===== config.mk =====
export PLATFORM = sky130hd
export DESIGN_NAME = mdss_sample_sync
export DESIGN_NICKNAME = d
export VERILOG_FILES = /design/src/mdss_pkg.sv /design/src/mdss_sample_sync.sv
export VERILOG_INCLUDE_DIRS = /design/src
export SDC_FILE = /design/constraint.sdc
export NUM_CORES = 1
export LEC_CHECK = 0
export BUFFER_PORTS_ARGS = -buffer_cell sky130_fd_sc_hd__buf_2
export CAP_MARGIN = 40
export CORE_ASPECT_RATIO = 1.75
export CORE_MARGIN = 5
export CORE_UTILIZATION = 60
export CTS_CLUSTER_SIZE = 30
export DETAILED_ROUTE_END_ITERATION = 8
export PLACE_DENSITY = 0.8
export SETUP_SLACK_MARGIN = 0.02
export SLEW_MARGIN = 40
export SYNTH_ARGS = -nofsm -noshare
export SYNTH_HDL_FRONTEND = slang
export SYNTH_SLANG_ARGS = --single-unit

===== constraint.sdc =====
create_clock -name ref_clk -period 9.1 [get_ports ref_clk]
set_clock_uncertainty 0.05 [all_clocks]
set_input_delay 1.82 -clock ref_clk [delete_from_list [all_inputs] [get_ports ref_clk]]
set_output_delay 1.82 -clock ref_clk [all_outputs]
set_load 0.02 [all_outputs]

===== src/mdss_map.svh =====
/*
 register map and timing constants for the multi-device sample sync block.
 assumes inclusion by mdss_pkg.sv and the design file by bare name.
*/
`ifndef MDSS_MAP_SVH
`define MDSS_MAP_SVH

`define MDSS_ADDR_CTRL 4'h0
`define MDSS_ADDR_ROUTE 4'h1
`define MDSS_ADDR_DELAY 4'h2
`define MDSS_ADDR_RATE 4'h3
`define MDSS_ADDR_STATUS 4'h4
`define MDSS_ADDR_LATENCY 4'h5
`define MDSS_ADDR_SETTLE 4'h6

`define MDSS_CTRL_MASTER 0
`define MDSS_CTRL_CHASSIS 1
`define MDSS_CTRL_EXPRESS 2
`define MDSS_CTRL_SYNC_EXP 3
`define MDSS_CTRL_START_EXP 4
`define MDSS_CTRL_ARM 5
`define MDSS_CTRL_GO 6
`define MDSS_CTRL_ALIAS_REJ 7

`define MDSS_ROUTE_TB_LSB 0
`define MDSS_ROUTE_SYNC_LSB 4
`define MDSS_ROUTE_START_LSB 8
`define MDSS_ROUTE_RESET 12'h098

`define MDSS_TB_LINE_DEFAULT 4'h8
`define MDSS_SYNC_LINE_DEFAULT 4'h9
`define MDSS_START_LINE_MAX 4'h6

`define MDSS_SETTLE_SAMPLES_DEFAULT 16'h0100
`define MDSS_DELAY_RESET 16'h0010
`define MDSS_RATE_RESET 4'h0
`define MDSS_ALIAS_OVERSAMPLE_LOG2 4'h2
`define MDSS_PULSE_LEN_NS 100
`define MDSS_CLK_PERIOD_NS 10

`endif


===== src/mdss_pkg.sv =====
/*
 types for the multi-device sample sync block.
 assumes mdss_map.svh is on the include path.
*/
`default_nettype none
`include "mdss_map.svh"

package mdss_pkg;
	typedef enum logic [2:0] {
		MDSS_IDLE = 3'b000,
		MDSS_SYNC = 3'b001,
		MDSS_SETTLE = 3'b010,
		MDSS_ARMED = 3'b011,
		MDSS_WAIT = 3'b100,
		MDSS_RUN = 3'b101
	} mdss_state_type;
endpackage
`default_nettype wire


===== src/mdss_sample_sync.sv =====
/*
 multi-device sample sync: timebase share, sync pulse, start trigger.
 assumes one ref_clk domain; trigger lines, star line and timebase arrive
 from peers asynchronously and are sampled here with two flops.
*/
// The plain strobed port and the register offsets are this design's own decisions.
`timescale 1ns/1ps
`default_nettype none
`include "mdss_map.svh"

module mdss_sample_sync
	import mdss_pkg::*;
#(
	parameter int LINES = 10,
	parameter int SETTLE_W = 16
) (
	input wire logic ref_clk,
	input wire logic rst,
	input wire logic [3:0] reg_addr,
	input wire logic [15:0] reg_wdata,
	input wire logic reg_wr,
	input wire logic reg_rd,
	output logic [15:0] reg_rdata,
	input wire logic local_timebase,
	input wire logic star_in,
	output logic star_out,
	output logic star_oe,
	input wire logic [LINES-1:0] bus_in,
	output logic [LINES-1:0] bus_out,
	output logic [LINES-1:0] bus_oe,
	output logic conv_reset,
	output logic conv_ready,
	output logic acq_run,
	output logic sample_strobe
);

	localparam int PULSE_CYC = (`MDSS_PULSE_LEN_NS + `MDSS_CLK_PERIOD_NS - 1) / `MDSS_CLK_PERIOD_NS;

	logic [7:0] ctrl_reg;
	logic [11:0] route_reg;
	logic [15:0] delay_reg;
	logic [3:0] rate_reg;
	logic [SETTLE_W-1:0] settle_reg;
	logic [15:0] latency_reg;
	logic [15:0] latency_next;
	mdss_state_type state_reg;

	logic [LINES-1:0] bus_s1_reg, bus_s2_reg;
	logic star_s1_reg, star_s2_reg;
	logic ltb_s1_reg, ltb_s2_reg;
	logic tb_prev_reg, sync_prev_reg, start_prev_reg;

	wire logic is_master = ctrl_reg[`MDSS_CTRL_MASTER];
	wire logic chassis = ctrl_reg[`MDSS_CTRL_CHASSIS];
	wire logic eff_master = is_master & ~ctrl_reg[`MDSS_CTRL_EXPRESS];
	wire logic [3:0] tb_line = route_reg[`MDSS_ROUTE_TB_LSB +: 4];
	wire logic [3:0] sync_line = route_reg[`MDSS_ROUTE_SYNC_LSB +: 4];
	wire logic [3:0] start_line = route_reg[`MDSS_ROUTE_START_LSB +: 4];

	wire logic tb_shared = chassis ? star_s2_reg :
		(eff_master ? ltb_s2_reg : bus_s2_reg[tb_line]);
	wire logic tb_rise = tb_shared & ~tb_prev_reg;
	wire logic sync_lvl = bus_s2_reg[sync_line];
	wire logic start_lvl = bus_s2_reg[start_line];

	logic sync_seen, start_seen;
	assign sync_seen = tb_rise & sync_lvl & ~sync_prev_reg;
	assign start_seen = tb_rise & start_lvl & ~start_prev_reg;

	// inputs from peers are asynchronous: two flops before any use
	always_ff @(posedge ref_clk or posedge rst) begin
		if (rst) begin
			bus_s1_reg <= '0;
			bus_s2_reg <= '0;
			star_s1_reg <= 1'b0;
			star_s2_reg <= 1'b0;
			ltb_s1_reg <= 1'b0;
			ltb_s2_reg <= 1'b0;
		end else begin
			bus_s1_reg <= bus_in;
			bus_s2_reg <= bus_s1_reg;
			star_s1_reg <= star_in;
			star_s2_reg <= star_s1_reg;
			ltb_s1_reg <= local_timebase;
			ltb_s2_reg <= ltb_s1_reg;
		end
	end

	always_ff @(posedge ref_clk or posedge rst) begin
		if (rst) begin
			tb_prev_reg <= 1'b0;
			sync_prev_reg <= 1'b0;
			start_prev_reg <= 1'b0;
		end else begin
			tb_prev_reg <= tb_shared;
			if (tb_rise) begin
				sync_prev_reg <= sync_lvl;
				start_prev_reg <= start_lvl;
			end
		end
	end

	// register writes; go bit self-clears
	always_ff @(posedge ref_clk or posedge rst) begin
		if (rst) begin
			ctrl_reg <= 8'h00;
			route_reg <= `MDSS_ROUTE_RESET;
			delay_reg <= `MDSS_DELAY_RESET;
			rate_reg <= `MDSS_RATE_RESET;
			settle_reg <= SETTLE_W'(`MDSS_SETTLE_SAMPLES_DEFAULT);
		end else begin
			ctrl_reg[`MDSS_CTRL_GO] <= 1'b0;
			if (reg_wr) begin
				unique case (reg_addr)
					`MDSS_ADDR_CTRL: ctrl_reg <= reg_wdata[7:0];
					`MDSS_ADDR_ROUTE: begin
						route_reg[7:0] <= reg_wdata[7:0];
						route_reg[11:8] <= (reg_wdata[11:8] > `MDSS_START_LINE_MAX) ?
							`MDSS_START_LINE_MAX : reg_wdata[11:8];
					end
					`MDSS_ADDR_DELAY: delay_reg <= reg_wdata;
					`MDSS_ADDR_RATE: rate_reg <= reg_wdata[3:0];
					`MDSS_ADDR_SETTLE: settle_reg <= reg_wdata[SETTLE_W-1:0];
					default: ;
				endcase
			end
		end
	end

	// sample-clock divider off the shared timebase
	logic [15:0] div_reg;
	logic [3:0] eff_rate;
	logic samp_en;
	assign eff_rate = ctrl_reg[`MDSS_CTRL_ALIAS_REJ] ?
		((rate_reg > `MDSS_ALIAS_OVERSAMPLE_LOG2) ? rate_reg - `MDSS_ALIAS_OVERSAMPLE_LOG2 : 4'h0) :
		rate_reg;
	assign samp_en = tb_rise & ((div_reg & ((16'h0001 << eff_rate) - 16'h0001)) == 16'h0000);

	// decimation back to requested rate
	// low rates gain less than four, so decimate only by what was gained
	logic [1:0] dec_reg;
	logic [3:0] dec_log2;
	assign dec_log2 = rate_reg - eff_rate;
	wire logic [1:0] dec_mask = (dec_log2 == 4'h2) ? 2'h3 : ((dec_log2 == 4'h1) ? 2'h1 : 2'h0);
	wire logic out_en = samp_en & ((dec_reg & dec_mask) == 2'h0);

	always_ff @(posedge ref_clk or posedge rst) begin
		if (rst) begin
			div_reg <= 16'h0000;
			dec_reg <= 2'h0;
		end else if (sync_seen) begin
			div_reg <= 16'h0000;
			dec_reg <= 2'h0;
		end else if (tb_rise) begin
			div_reg <= div_reg + 16'h0001;
			if (samp_en)
				dec_reg <= dec_reg + 2'h1;
		end
	end

	// sequence state machine
	logic [SETTLE_W-1:0] settle_cnt_reg;
	logic [15:0] wait_cnt_reg;
	logic [7:0] pulse_cnt_reg;

	always_ff @(posedge ref_clk or posedge rst) begin
		if (rst) begin
			state_reg <= MDSS_IDLE;
			settle_cnt_reg <= '0;
			wait_cnt_reg <= 16'h0000;
		end else begin
			unique case (state_reg)
				MDSS_IDLE: begin
					if (sync_seen) begin
						state_reg <= MDSS_SETTLE;
						settle_cnt_reg <= settle_reg;
					end
				end
				MDSS_SYNC: state_reg <= MDSS_SETTLE;
				MDSS_SETTLE: begin
					if (sync_seen)
						settle_cnt_reg <= settle_reg;
					else if (settle_cnt_reg == '0)
						state_reg <= MDSS_ARMED;
					else if (samp_en)
						settle_cnt_reg <= settle_cnt_reg - 1'b1;
				end
				MDSS_ARMED: begin
					// a late sync resettles; exporter starts after delay
					if (sync_seen) begin
						state_reg <= MDSS_SETTLE;
						settle_cnt_reg <= settle_reg;
					end else if (ctrl_reg[`MDSS_CTRL_GO] && ctrl_reg[`MDSS_CTRL_START_EXP]) begin
						state_reg <= MDSS_WAIT;
						wait_cnt_reg <= delay_reg;
					end else if (start_seen && ctrl_reg[`MDSS_CTRL_ARM]) begin
						state_reg <= MDSS_RUN;
					end
				end
				MDSS_WAIT: begin
					// delay before the exported start; a start seen runs at once; a sync resettles
					if (sync_seen) begin
						state_reg <= MDSS_SETTLE;
						settle_cnt_reg <= settle_reg;
					end else if (start_seen)
						state_reg <= MDSS_RUN;
					else if (tb_rise && wait_cnt_reg != 16'h0000)
						wait_cnt_reg <= wait_cnt_reg - 16'h0001;
				end
				MDSS_RUN: begin
					if (!ctrl_reg[`MDSS_CTRL_ARM])
						state_reg <= MDSS_IDLE;
					else if (sync_seen) begin
						state_reg <= MDSS_SETTLE;
						settle_cnt_reg <= settle_reg;
					end
				end
				default: state_reg <= MDSS_IDLE;
			endcase
		end
	end

	// pulse generators for exported sync and start
	logic sync_drive_reg, start_drive_reg;
	always_ff @(posedge ref_clk or posedge rst) begin
		if (rst) begin
			sync_drive_reg <= 1'b0;
			start_drive_reg <= 1'b0;
			pulse_cnt_reg <= 8'h00;
		end else if (pulse_cnt_reg != 8'h00) begin
			pulse_cnt_reg <= pulse_cnt_reg - 8'h01;
			if (pulse_cnt_reg == 8'h01) begin
				sync_drive_reg <= 1'b0;
				start_drive_reg <= 1'b0;
			end
		end else if (ctrl_reg[`MDSS_CTRL_GO] && ctrl_reg[`MDSS_CTRL_SYNC_EXP] && eff_master
			&& state_reg == MDSS_IDLE) begin
			sync_drive_reg <= 1'b1;
			pulse_cnt_reg <= 8'(PULSE_CYC) + 8'h20;
		end else if (state_reg == MDSS_WAIT && wait_cnt_reg == 16'h0000 && !start_drive_reg) begin
			start_drive_reg <= 1'b1;
			pulse_cnt_reg <= 8'(PULSE_CYC) + 8'h20;
		end
	end

	// sync latency in timebase edges, measured from the sync seen on sync_line to settle end
	always_comb begin
		latency_next = latency_reg;
		if (sync_seen)
			latency_next = 16'h0000;
		else if (state_reg == MDSS_SETTLE && tb_rise && latency_reg != 16'hffff)
			latency_next = latency_reg + 16'h0001;
	end
	always_ff @(posedge ref_clk or posedge rst) begin
		if (rst)
			latency_reg <= 16'h0000;
		else
			latency_reg <= latency_next;
	end

	// pin drivers, all registered
	always_ff @(posedge ref_clk or posedge rst) begin
		if (rst) begin
			star_out <= 1'b0;
			star_oe <= 1'b0;
			bus_out <= '0;
			bus_oe <= '0;
		end else begin
			star_oe <= eff_master & chassis;
			star_out <= ltb_s2_reg;
			for (int i = 0; i < LINES; i++) begin
				bus_oe[i] <= (eff_master & ~chassis & (tb_line == 4'(i))) |
					(sync_drive_reg & (sync_line == 4'(i))) |
					(start_drive_reg & (start_line == 4'(i)));
				bus_out[i] <= (eff_master & ~chassis & (tb_line == 4'(i))) ? ltb_s2_reg :
					((sync_drive_reg & (sync_line == 4'(i))) |
					(start_drive_reg & (start_line == 4'(i))));
			end
		end
	end

	always_ff @(posedge ref_clk or posedge rst) begin
		if (rst) begin
			conv_reset <= 1'b1;
			conv_ready <= 1'b0;
			acq_run <= 1'b0;
			sample_strobe <= 1'b0;
		end else begin
			conv_reset <= (state_reg == MDSS_IDLE) | (state_reg == MDSS_SETTLE) | sync_seen;
			// not ready nor running in the cycle a sync resets the converters
			conv_ready <= ((state_reg == MDSS_ARMED) | (state_reg == MDSS_WAIT) |
				(state_reg == MDSS_RUN)) & ~sync_seen;
			acq_run <= (state_reg == MDSS_RUN) & ~sync_seen;
			sample_strobe <= out_en & (state_reg == MDSS_RUN) & ~sync_seen;
		end
	end

	// read port: data one cycle after strobe
	always_ff @(posedge ref_clk or posedge rst) begin
		if (rst)
			reg_rdata <= 16'h0000;
		else if (reg_rd) begin
			unique case (reg_addr)
				`MDSS_ADDR_CTRL: reg_rdata <= {8'h00, ctrl_reg};
				`MDSS_ADDR_ROUTE: reg_rdata <= {4'h0, route_reg};
				`MDSS_ADDR_DELAY: reg_rdata <= delay_reg;
				`MDSS_ADDR_RATE: reg_rdata <= {12'h000, rate_reg};
				`MDSS_ADDR_STATUS: reg_rdata <= {13'h0000, state_reg};
				`MDSS_ADDR_LATENCY: reg_rdata <= latency_reg;
				`MDSS_ADDR_SETTLE: reg_rdata <= 16'(settle_reg);
				default: reg_rdata <= 16'h0000;
			endcase
		end else
			reg_rdata <= 16'h0000;
	end

endmodule
`default_nettype wire


======== After elaboration in Yosys (flattened, before gate mapping) ========
Cells that the tools add are included.
Widths: inputs -> output; s select.
operators by class
  shift operators ......................... 1
  mux-type cells .......................... 65
  bitwise operators ....................... 86
  equality and inequality tests ........... 56
  reduce and logical (&&, ||, !) cells .... 42
  add/subtract/negate cells ............... 9
  magnitude comparators ................... 5
operator list
  operator               number
  $mux 16                15
  $pmux 16 s7            1
  $eq 4x3->1 const B     15
  $logic_not 16->1       3
  $pmux 16 s3            1
  $sub 16x1->16 const B  3
  $and 1x1->1            44
  $eq 4x2->1 const B     9
  $or 1x1->1             34
  $add 16x1->16 const B  2
  $pmux 16 s2            1
  $mux 3                 9
  $eq 4x4->1 const B     6
  $mux 8                 3
  $mux 1                 22
  $eq 4x1->1 const B     5
  $ne 2x2->1 const B     9
  $pmux 3 s6             1
  $and 16x16->16         1
  $logic_not 4->1        4
  $ne 16x16->1 const B   1
  $reduce_bool 16->1     1
  $shl 1x4->16 const A   1
  $lt 4x5->1 const B     3
  other kinds (31)       70
word-level totals
  flip-flop bits (word level) ............. 204
  output and inout port bits .............. 42
  input port bits ......................... 36
  logic and storage cells ................. 297

======== Longest topological paths before layout ========
Gate-level depths: netlist of the first run.
  depth in word-level cells ............... 12
  gate-level depth with buffers ........... 17
  mapped depth without buffers ............ 13

======== Worst setup path before layout of the first run ========
Ideal clock, no wire load.
  path type ............................... register to register
  from .................................... register rate_reg[1]
  to ...................................... register settle_cnt_reg[6]
  stages on the path, launching flop included .. 18
  slack ................................... 5,341 ps
  library setup time ...................... 121 ps
  data arrival time ....................... 3,588 ps
  clock period less this slack ............ 3,759 ps
  required time ........................... 8,929 ps
  buffers on the path ..................... 4
  cell sequence ........................... dfrtp_1 buf_2 buf_2 inv_1 ha_1 buf_2 a21bo_2 o21a_1 nand3_1 ha_1 o21ai_2 o311a_1 or3b_4 nor4_4 a211oi_4 or2_4 buf_6 o22a_1
between the ends
  longest elaborated chain between the ends .. 10
  elaborated cells between the ends (all ways) .. 11
  classes of those cells .................. 2 x add/sub; 1 x order compare; 1 x eq/ne; 1 x shift; 2 x mux; 2 x bitwise; 2 x reduce/logical
ends and longest elaborated chain
  item                                                        line                     text
  start: declaration                                          mdss_sample_sync.sv:42   logic [3:0] rate_reg;
  start signal: assignment                                    mdss_sample_sync.sv:109  rate_reg <= `MDSS_RATE_RESET;
  start signal: assignment                                    mdss_sample_sync.sv:122  `MDSS_ADDR_RATE: rate_reg <= reg_wdata[3:0];
  $sub 4x2->4 (no line) / $gt 4x2->1 (equally long branches)  --
  $mux 4                                                      mdss_sample_sync.sv:135  ((rate_reg > `MDSS_ALIAS_OVERSAMPLE_LOG2) ? rate_reg - `MDSS_ALIAS_OVERSAMPLE_LOG2 : 4'h0) :
  $mux 4 (*)                                                  mdss_sample_sync.sv:134  assign eff_rate = ctrl_reg[`MDSS_CTRL_ALIAS_REJ] ?
  $shl 1x4->16 (*)                                            mdss_sample_sync.sv:137  assign samp_en = tb_rise & ((div_reg & ((16'h0001 << eff_rate) - 16'h0001)) == 16'h0000);
  $sub 16x1->16 (*)                                           mdss_sample_sync.sv:137
  $and 16x16->16 (*)                                          mdss_sample_sync.sv:137
  $logic_not 16->1 (*)                                        mdss_sample_sync.sv:137
  $and 1x1->1 (*)                                             mdss_sample_sync.sv:137
  $ne 3x3->1 (no line) (*)                                    --
  $reduce_and 4->1 (no line) (*)                              --
  end signal: assignment                                      mdss_sample_sync.sv:176  settle_cnt_reg <= settle_reg;
  end signal: assignment                                      mdss_sample_sync.sv:182  settle_cnt_reg <= settle_reg;
  end signal: assignment                                      mdss_sample_sync.sv:186  settle_cnt_reg <= settle_cnt_reg - 1'b1;
  end: declaration                                            mdss_sample_sync.sv:162  logic [SETTLE_W-1:0] settle_cnt_reg;
Mark *: on every way between the ends. The rest lies on a longest branch, timed or not.
A chain may end at the register's enable or synchronous reset.

======== Worst setup path after layout of the first run ========
  from .................................... register rate_reg[1]
  to ...................................... register settle_cnt_reg[12]
The elaborated chain is that of the path after synthesis.

==> results of run 1 <==
[metrics by stage]
step / cell area [sq um] / instances / hold WS (ns) / worst slack, ns / power (mW)
final: 11700 / 1346 / 0.294 / 4.70 / 3.32
after global routing: 11700 / 1346 / 0.298 / 4.32 / 3.52
after CTS: 11700 / 1346 / 0.296 / 4.76 / 3.32
after detailed placement: 11000 / 1309 / 0.285 / 4.75 / 2.44
after global placement: 11000 / 1309 / 0.282 / 4.83 / 2.40
after floorplan: 10500 / 1053 / 0.281 / 1.70 / 2.18
[critical path, stage by stage (launching register included)]
cell	delay, ns
dfrtp_1	0.71
inv_1	0.17
ha_1	0.37
nand3b_1	0.16
o21a_1	0.34
nand2_1	0.13
ha_1	0.28
or4_1	0.50
a21boi_0	0.16
nand4b_1	0.17
nor4_4	0.09
a211oi_4	0.69
or2_4	0.34
o21ai_0	0.11
[where the power goes]
part           leakage (nW)  internal, mW  switching [mW]
combinational          2.17         0.451           0.651
clock                 0.339         0.526           0.345
sequential             2.58          1.10           0.251
[cells in the final DEF, fill, tap and decap left out, types with 10 or more instances in the layout]
cell	Yosys	final
nor2b_1	12	12
dfrtp_1	197	197
nor4_1	11	10
xor2_1	15	15
nor2_1	112	110
mux2_2	57	57
clkbuf_16	0	21
mux2i_1	13	13
a22oi_1	22	22
or3_1	11	11
a21oi_1	70	70
nand2_1	79	79
inv_1	33	32
and3_1	11	11
nand2b_1	13	13
nor3_1	28	28
buf_2	12	77
ha_1	12	12
nand4_1	16	16
nand3_1	24	23
xnor2_1	14	14
o31ai_1	15	15
o21ai_0	57	57
[per-layer routing]
metal / vias up / track usage
li1: 3932 / -
met1: 4151 / 0.342
met2: 322 / 0.461
met3: 90 / 0.0356
met4: 2 / 0.121
met5: - / 0
[area by class of cell]
type	instances	area, sq um
fillers	1358	5700
flip-flops and latches	203	5090
multi-input cells	761	5050
clock buffers	26	564
repair buffers	81	419
well taps	231	289
clock inverters	11	138
inverters	33	136
[worst min-delay path by stage]
stage,startpoint,endpoint,slack (ns),depth (start not counted)
floorplan,bus_s1_reg[0]$_DFF_PP0_,bus_s2_reg[0]$_DFF_PP0_,0.28,0
global placement,bus_s1_reg[4]$_DFF_PP0_,bus_s2_reg[4]$_DFF_PP0_,0.28,0
detailed placement,bus_s1_reg[0]$_DFF_PP0_,bus_s2_reg[0]$_DFF_PP0_,0.28,0
CTS,bus_s1_reg[0]$_DFF_PP0_,bus_s2_reg[0]$_DFF_PP0_,0.30,0
global route,bus_s1_reg[0]$_DFF_PP0_,bus_s2_reg[0]$_DFF_PP0_,0.30,0
finish,bus_s1_reg[0]$_DFF_PP0_,bus_s2_reg[0]$_DFF_PP0_,0.29,0
[cells by family (layout without fill, tap and decap cells)]
group,after synthesis,count (layout),share of synthesized area
simple gates,372,372,0.181
compound gates,274,274,0.176
flops,203,203,0.485
buf+inv,89,151,0.0365
mux,74,74,0.0822
xor+xnor,29,29,0.0242
fa+ha+maj,12,12,0.0143
[synthesized netlist by cell type, types with 7 or more instances]
| master | count | share of area |
|---|---|---|
| ha_1 | 12 | 0.014 |
| nand2b_1 | 13 | 0.0078 |
| or3_1 | 11 | 0.0066 |
| nor3_1 | 28 | 0.013 |
| o21ai_0 | 57 | 0.027 |
| nor4_1 | 11 | 0.0066 |
| a22oi_1 | 22 | 0.016 |
| o21ai_1 | 9 | 0.0043 |
| inv_1 | 33 | 0.012 |
| o31ai_1 | 15 | 0.011 |
| nand2_1 | 79 | 0.028 |
| clkbuf_1 | 36 | 0.013 |
| mux2_2 | 57 | 0.061 |
| a31oi_1 | 9 | 0.0054 |
| buf_2 | 12 | 0.0057 |
| xnor2_1 | 14 | 0.012 |
| nor3b_1 | 9 | 0.0064 |
| and2_1 | 8 | 0.0048 |
| mux2i_1 | 13 | 0.012 |
| o21bai_1 | 7 | 0.0050 |
| nand4_1 | 16 | 0.0095 |
| and3_1 | 11 | 0.0066 |
| xor2_1 | 15 | 0.013 |
| nor2_1 | 112 | 0.040 |
| a21oi_1 | 70 | 0.033 |
| nor2b_1 | 12 | 0.0072 |
| nand3_1 | 24 | 0.011 |
| a222oi_1 | 9 | 0.0086 |
| dfrtp_1 | 197 | 0.47 |
| a21boi_0 | 7 | 0.0050 |
==> metrics.txt, run 1 <==
drt drc 0; clock sinks between 200 and 250; Max Freq about 230 MHz; max-slew violation count 0; slew at the pin closest to its max-slew limit between 0.8 and 0.9 ns; final hold violation count 0; Met2 Wirelength 13700 um; Worst VDD drop 0.206 mV; Die Y 185 um; Required @ worst endpoint roughly 9.4 ns; RSZ-0062 raised after global routing no; Hold Path Class reg -> reg; layout cells sized above 1 0.190; drt pass-1 iters 5; Setup violations, final 0; grt total ovfl 0; DR vias between 8000 and 9000; Routability Congestion 0.956; CTS Buf Count 21; library cells used by synthesis between 80 and 90; slew margin rel. 0.408; CP Max Fanout 22; core area 0.0174 sq mm; nets ~1100; iteration-0 DRC count of the detailed router 618; Mapped Cells 1053; Setup crit start rate_reg[1]$_DFFE_PP0P_; Static Leak between 5 and 6 nW; synthesized area per cell 9.96 sq um; outcome finished, final reports clean; global-route wire length before repair around 44000 um; setup TNS 0 ns; FF-to-FF setup slack 4.70 ns; via count of the first global-routing pass 8498; postcts setup bufs 0; Ys Warns 0; max cap viols 0; Cell Area, Synth around 0.010 sq mm; R2R Path End settle_cnt_reg[12]$_DFFE_PP0P_; Post-Route WL 26600 um; Starting Density 0.604; max layer used met5; ys async rst share 1.00; DR WL/cell about 20 um; r2r startpoint rate_reg[1]$_DFFE_PP0P_; initial antenna violation count 1; Antenna diodes 0; syn_nets 1101; CTS tree done; HPWL after DPL 18700 um; wl on met1 a little over 10000 um; port bufs 77; critical path endpoint settle_cnt_reg[12]$_DFFE_PP0P_; GRT Total Usage 0.271; FF-to-FF path depth 13; flops & latches, synth 203; WP data arrival 4.72 ns; top-level I/O count between 70 and 80; row cnt 64; part of the cycle the worst path needs 0.484; pwr dens 284 mW/mm^2; clk_lat worst skew 0.49 ns; Post-DRT Antenna Nets 0; Area Overhead vs Synth 11.4%; die area 0.0203 sq mm; Post-CTS Resized 0; clock slew at reported path FFs 0.06 ns; largest net degree at the start of global routing between 100 and 150; crit path capture type flip-flop; CP startpoint kind flip-flop; die width 110 um; Max Root-Sink Buffers 3; register area share after synthesis 0.485; Root Driver clkbuf_16; post-layout min period 4.40 ns; Post-synth EDFFs 0; Vias/cell 6.31; fin util 0.672; Top FF cell, synth dfrtp_1; CTS Hold Bufs 0; critical path type reg -> reg; H-tree Lvls 1; met3 WL post-DR ~1500 um
No activity file was read; power rests on OpenSTA's default activity.
==> run 2: changes to the inputs <==
Clock period 9.1 ns to 4.2 ns, I/O delays scaled along.
==> run 2 against run 1 <==
  * Clock power grew 100%
  * Die area is the same
  * Fmax grew 15%
  * Register-to-register slack lost 4.3 ns
  * Sequential share of layout area shrank 0.28 points
  * Sequential cell count is the same
  * Combinational power grew 130%
  * Largest power group unchanged
  * Power grew 120%
==> metrics.txt, run 2 (synthesis gave the netlist of run 1 again) <==
outcome finished, final reports clean; most common cell after layout, fill and taps aside dfrtp_1; setup ws final 0.368 ns (-4.33 ns); pwr dens 609 mW/mm^2 (+110%); port bufs 77 (unchanged); clk_lat worst skew 0.49 ns (about the same); crit path capture type flip-flop; H-tree Lvls 1 (unchanged); Vias/cell 6.23 (-1.4%); max cap viols 0 (unchanged); slew margin rel. 0.433 (+0.0255); nets 1165 (+1.4%); Net Sw Power 2.70 mW (+120%); worst slack, placed 0.389 ns (-4.36 ns); Die Y 185 um (unchanged); part of the power in registers 0.403 (-0.003); iteration-0 DRC count of the detailed router 671 (+8.6%); core area 0.0174 sq mm (unchanged); total power 7.16 mW (+120%); CP startpoint kind flip-flop; WP data arrival 4.20 ns (-0.52 ns); Min Hold Slack 0.243 ns (-0.0514 ns); Post-Route WL 27200 um (+2.0%); HPWL after DPL 19600 um (+5.2%); slew at the pin closest to its max-slew limit 0.848 ns (-0.0322 ns); clock sinks 203 (unchanged); Max Root-Sink Buffers 3 (unchanged); Post-DRT Antenna Nets 0 (unchanged); drt pass-1 iters 6 (+1); Antenna diodes 0 (unchanged); drt drc 0 (unchanged); row cnt 64 (unchanged); part of the cycle the worst path needs 0.912 (+0.429); Area Overhead vs Synth 12.1%; CTS Buf Count 19 (-9.5%); fin area 0.0118 sq mm (+0.65%); grt total ovfl 0 (unchanged); Post-CTS Resized 0 (unchanged); Logic pwr share 0.349 (+0.017); clock share of power 0.247 (-0.015); Root Driver clkbuf_16; postcts setup bufs 0 (unchanged); CTS Hold Bufs 0 (unchanged); RSZ-0062 raised after global routing no; largest net degree at the start of global routing 107 (-17%); GRT Total Usage 0.277 (+0.00568); Worst VDD drop 0.414 mV (+100%); Starting Density 0.604 (unchanged); clock slew at reported path FFs 0.07 ns (about the same); Static Leak 5.16 nW (+1.3%); critical path type reg -> reg; Internal Power 4.45 mW (+110%); setup TNS 0 ns (unchanged); die area 0.0203 sq mm (unchanged); Required @ worst endpoint 4.56 ns (-4.86 ns); top-level I/O count 78 (unchanged); Setup violations, final 0 (unchanged); switching share of total power 0.377 (+0.00179); initial antenna violation count 0 (-1); post-layout min period 3.83 ns (-0.571 ns); Post-DP Area 0.0111 sq mm (+1.2%); Hold Path Class in -> async; max-slew violation count 0 (unchanged); CP Max Fanout 21 (-4.5%); DR vias 8468 (-0.34%); Max Freq 261 MHz (+15%); layout cells sized above 1 0.198 (+0.00739); via count of the first global-routing pass 8630 (+1.6%); die width 110 um (unchanged); CTS tree done; Routability Congestion 0.928 (-3.0%); global-route wire length before repair 44400 um (+1.7%); final hold violation count 0 (unchanged); DR WL/cell 20.0 um (+0.94%); most frequent cells in the layout 197 x dfrtp_1, 111 x nor2_1, 79 x nand2_1, 77 x buf_2, 70 x a21oi_1
-- run 2: cell count changes in the layout (fill, tap and decap cells not counted), sizes merged --
cell,before,now
clkinv,6,5
inv,32,33
clkbuf,26,23
buf,81,99
clkinvlp,3,2
-- run 2: worst paths after layout --
path	startpoint	to	slack [ns]	cells past startpoint
hold reg to reg	bus_s1_reg[6]$_DFF_PP0_	bus_s2_reg[6]$_DFF_PP0_	0.30	0
min in group ref_clk	bus_s1_reg[6]$_DFF_PP0_	bus_s2_reg[6]$_DFF_PP0_	0.30	0
setup reg to reg	rate_reg[3]$_DFFE_PP0P_	settle_cnt_reg[14]$_DFFE_PP0P_	0.37	12
setup / recovery	rate_reg[3]$_DFFE_PP0P_	settle_cnt_reg[14]$_DFFE_PP0P_	0.37	12
hold / removal	rst	bus_s1_reg[1]$_DFF_PP0_	0.24	2
max in group asynchronous	rst	state_reg[0]$_DFFE_PP0P_	2.81	4
-- run 2: metal layers --
metal | vias up | global-route usage | wire length [um]
met5 | - | 0 | 0
met4 | 0 | 0.146 | 1480
met3 | 94 | 0.0352 | 1440
met2 | 304 | 0.464 | 13900
met1 | 4107 | 0.346 | 10400
li1 | 3963 | - | -
-- run 2: cell type report --
| cell class | count | area (sq um) |
|---|---|---|
| clock buffers | 23 | 500 |
| clock inverters | 10 | 131 |
| fillers | 1391 | 5620 |
| inverters | 33 | 128 |
| multi-input cells | 761 | 5030 |
| flip-flops and latches | 203 | 5090 |
| well taps | 231 | 289 |
| repair buffers | 99 | 588 |
-- run 2: per-stage QoR --
step / cells / util
floorplan: 1053 / -
global placement: 1326 / 0.639
detailed placement: 1326 / 0.639
CTS: 1359 / 0.675
global route: 1360 / 0.677
finish: 1360 / 0.677
-- run 2: worst max-delay path: stages (launching register included) --
cell	delay, ns
dfrtp_1	0.61
mux2_2	0.38
o311ai_1	0.37
nand2_1	0.14
ha_1	0.29
or4_1	0.51
a21boi_0	0.18
nand4b_1	0.20
nor4_4	0.09
a211oi_4	0.44
buf_4	0.25
o31a_1	0.14
o21bai_1	0.10
-- run 2: power by group through the flow --
stage                     Combinational, mW  Clock [mW]  Sequential [mW]
after CTS                              2.48        1.80             2.87
final                                  2.50        1.77             2.89
after floorplan                        2.01           0             2.72
after detailed placement               2.46           0             2.90
after global routing                   2.77        1.88             2.95
after global placement                 2.40           0             2.88
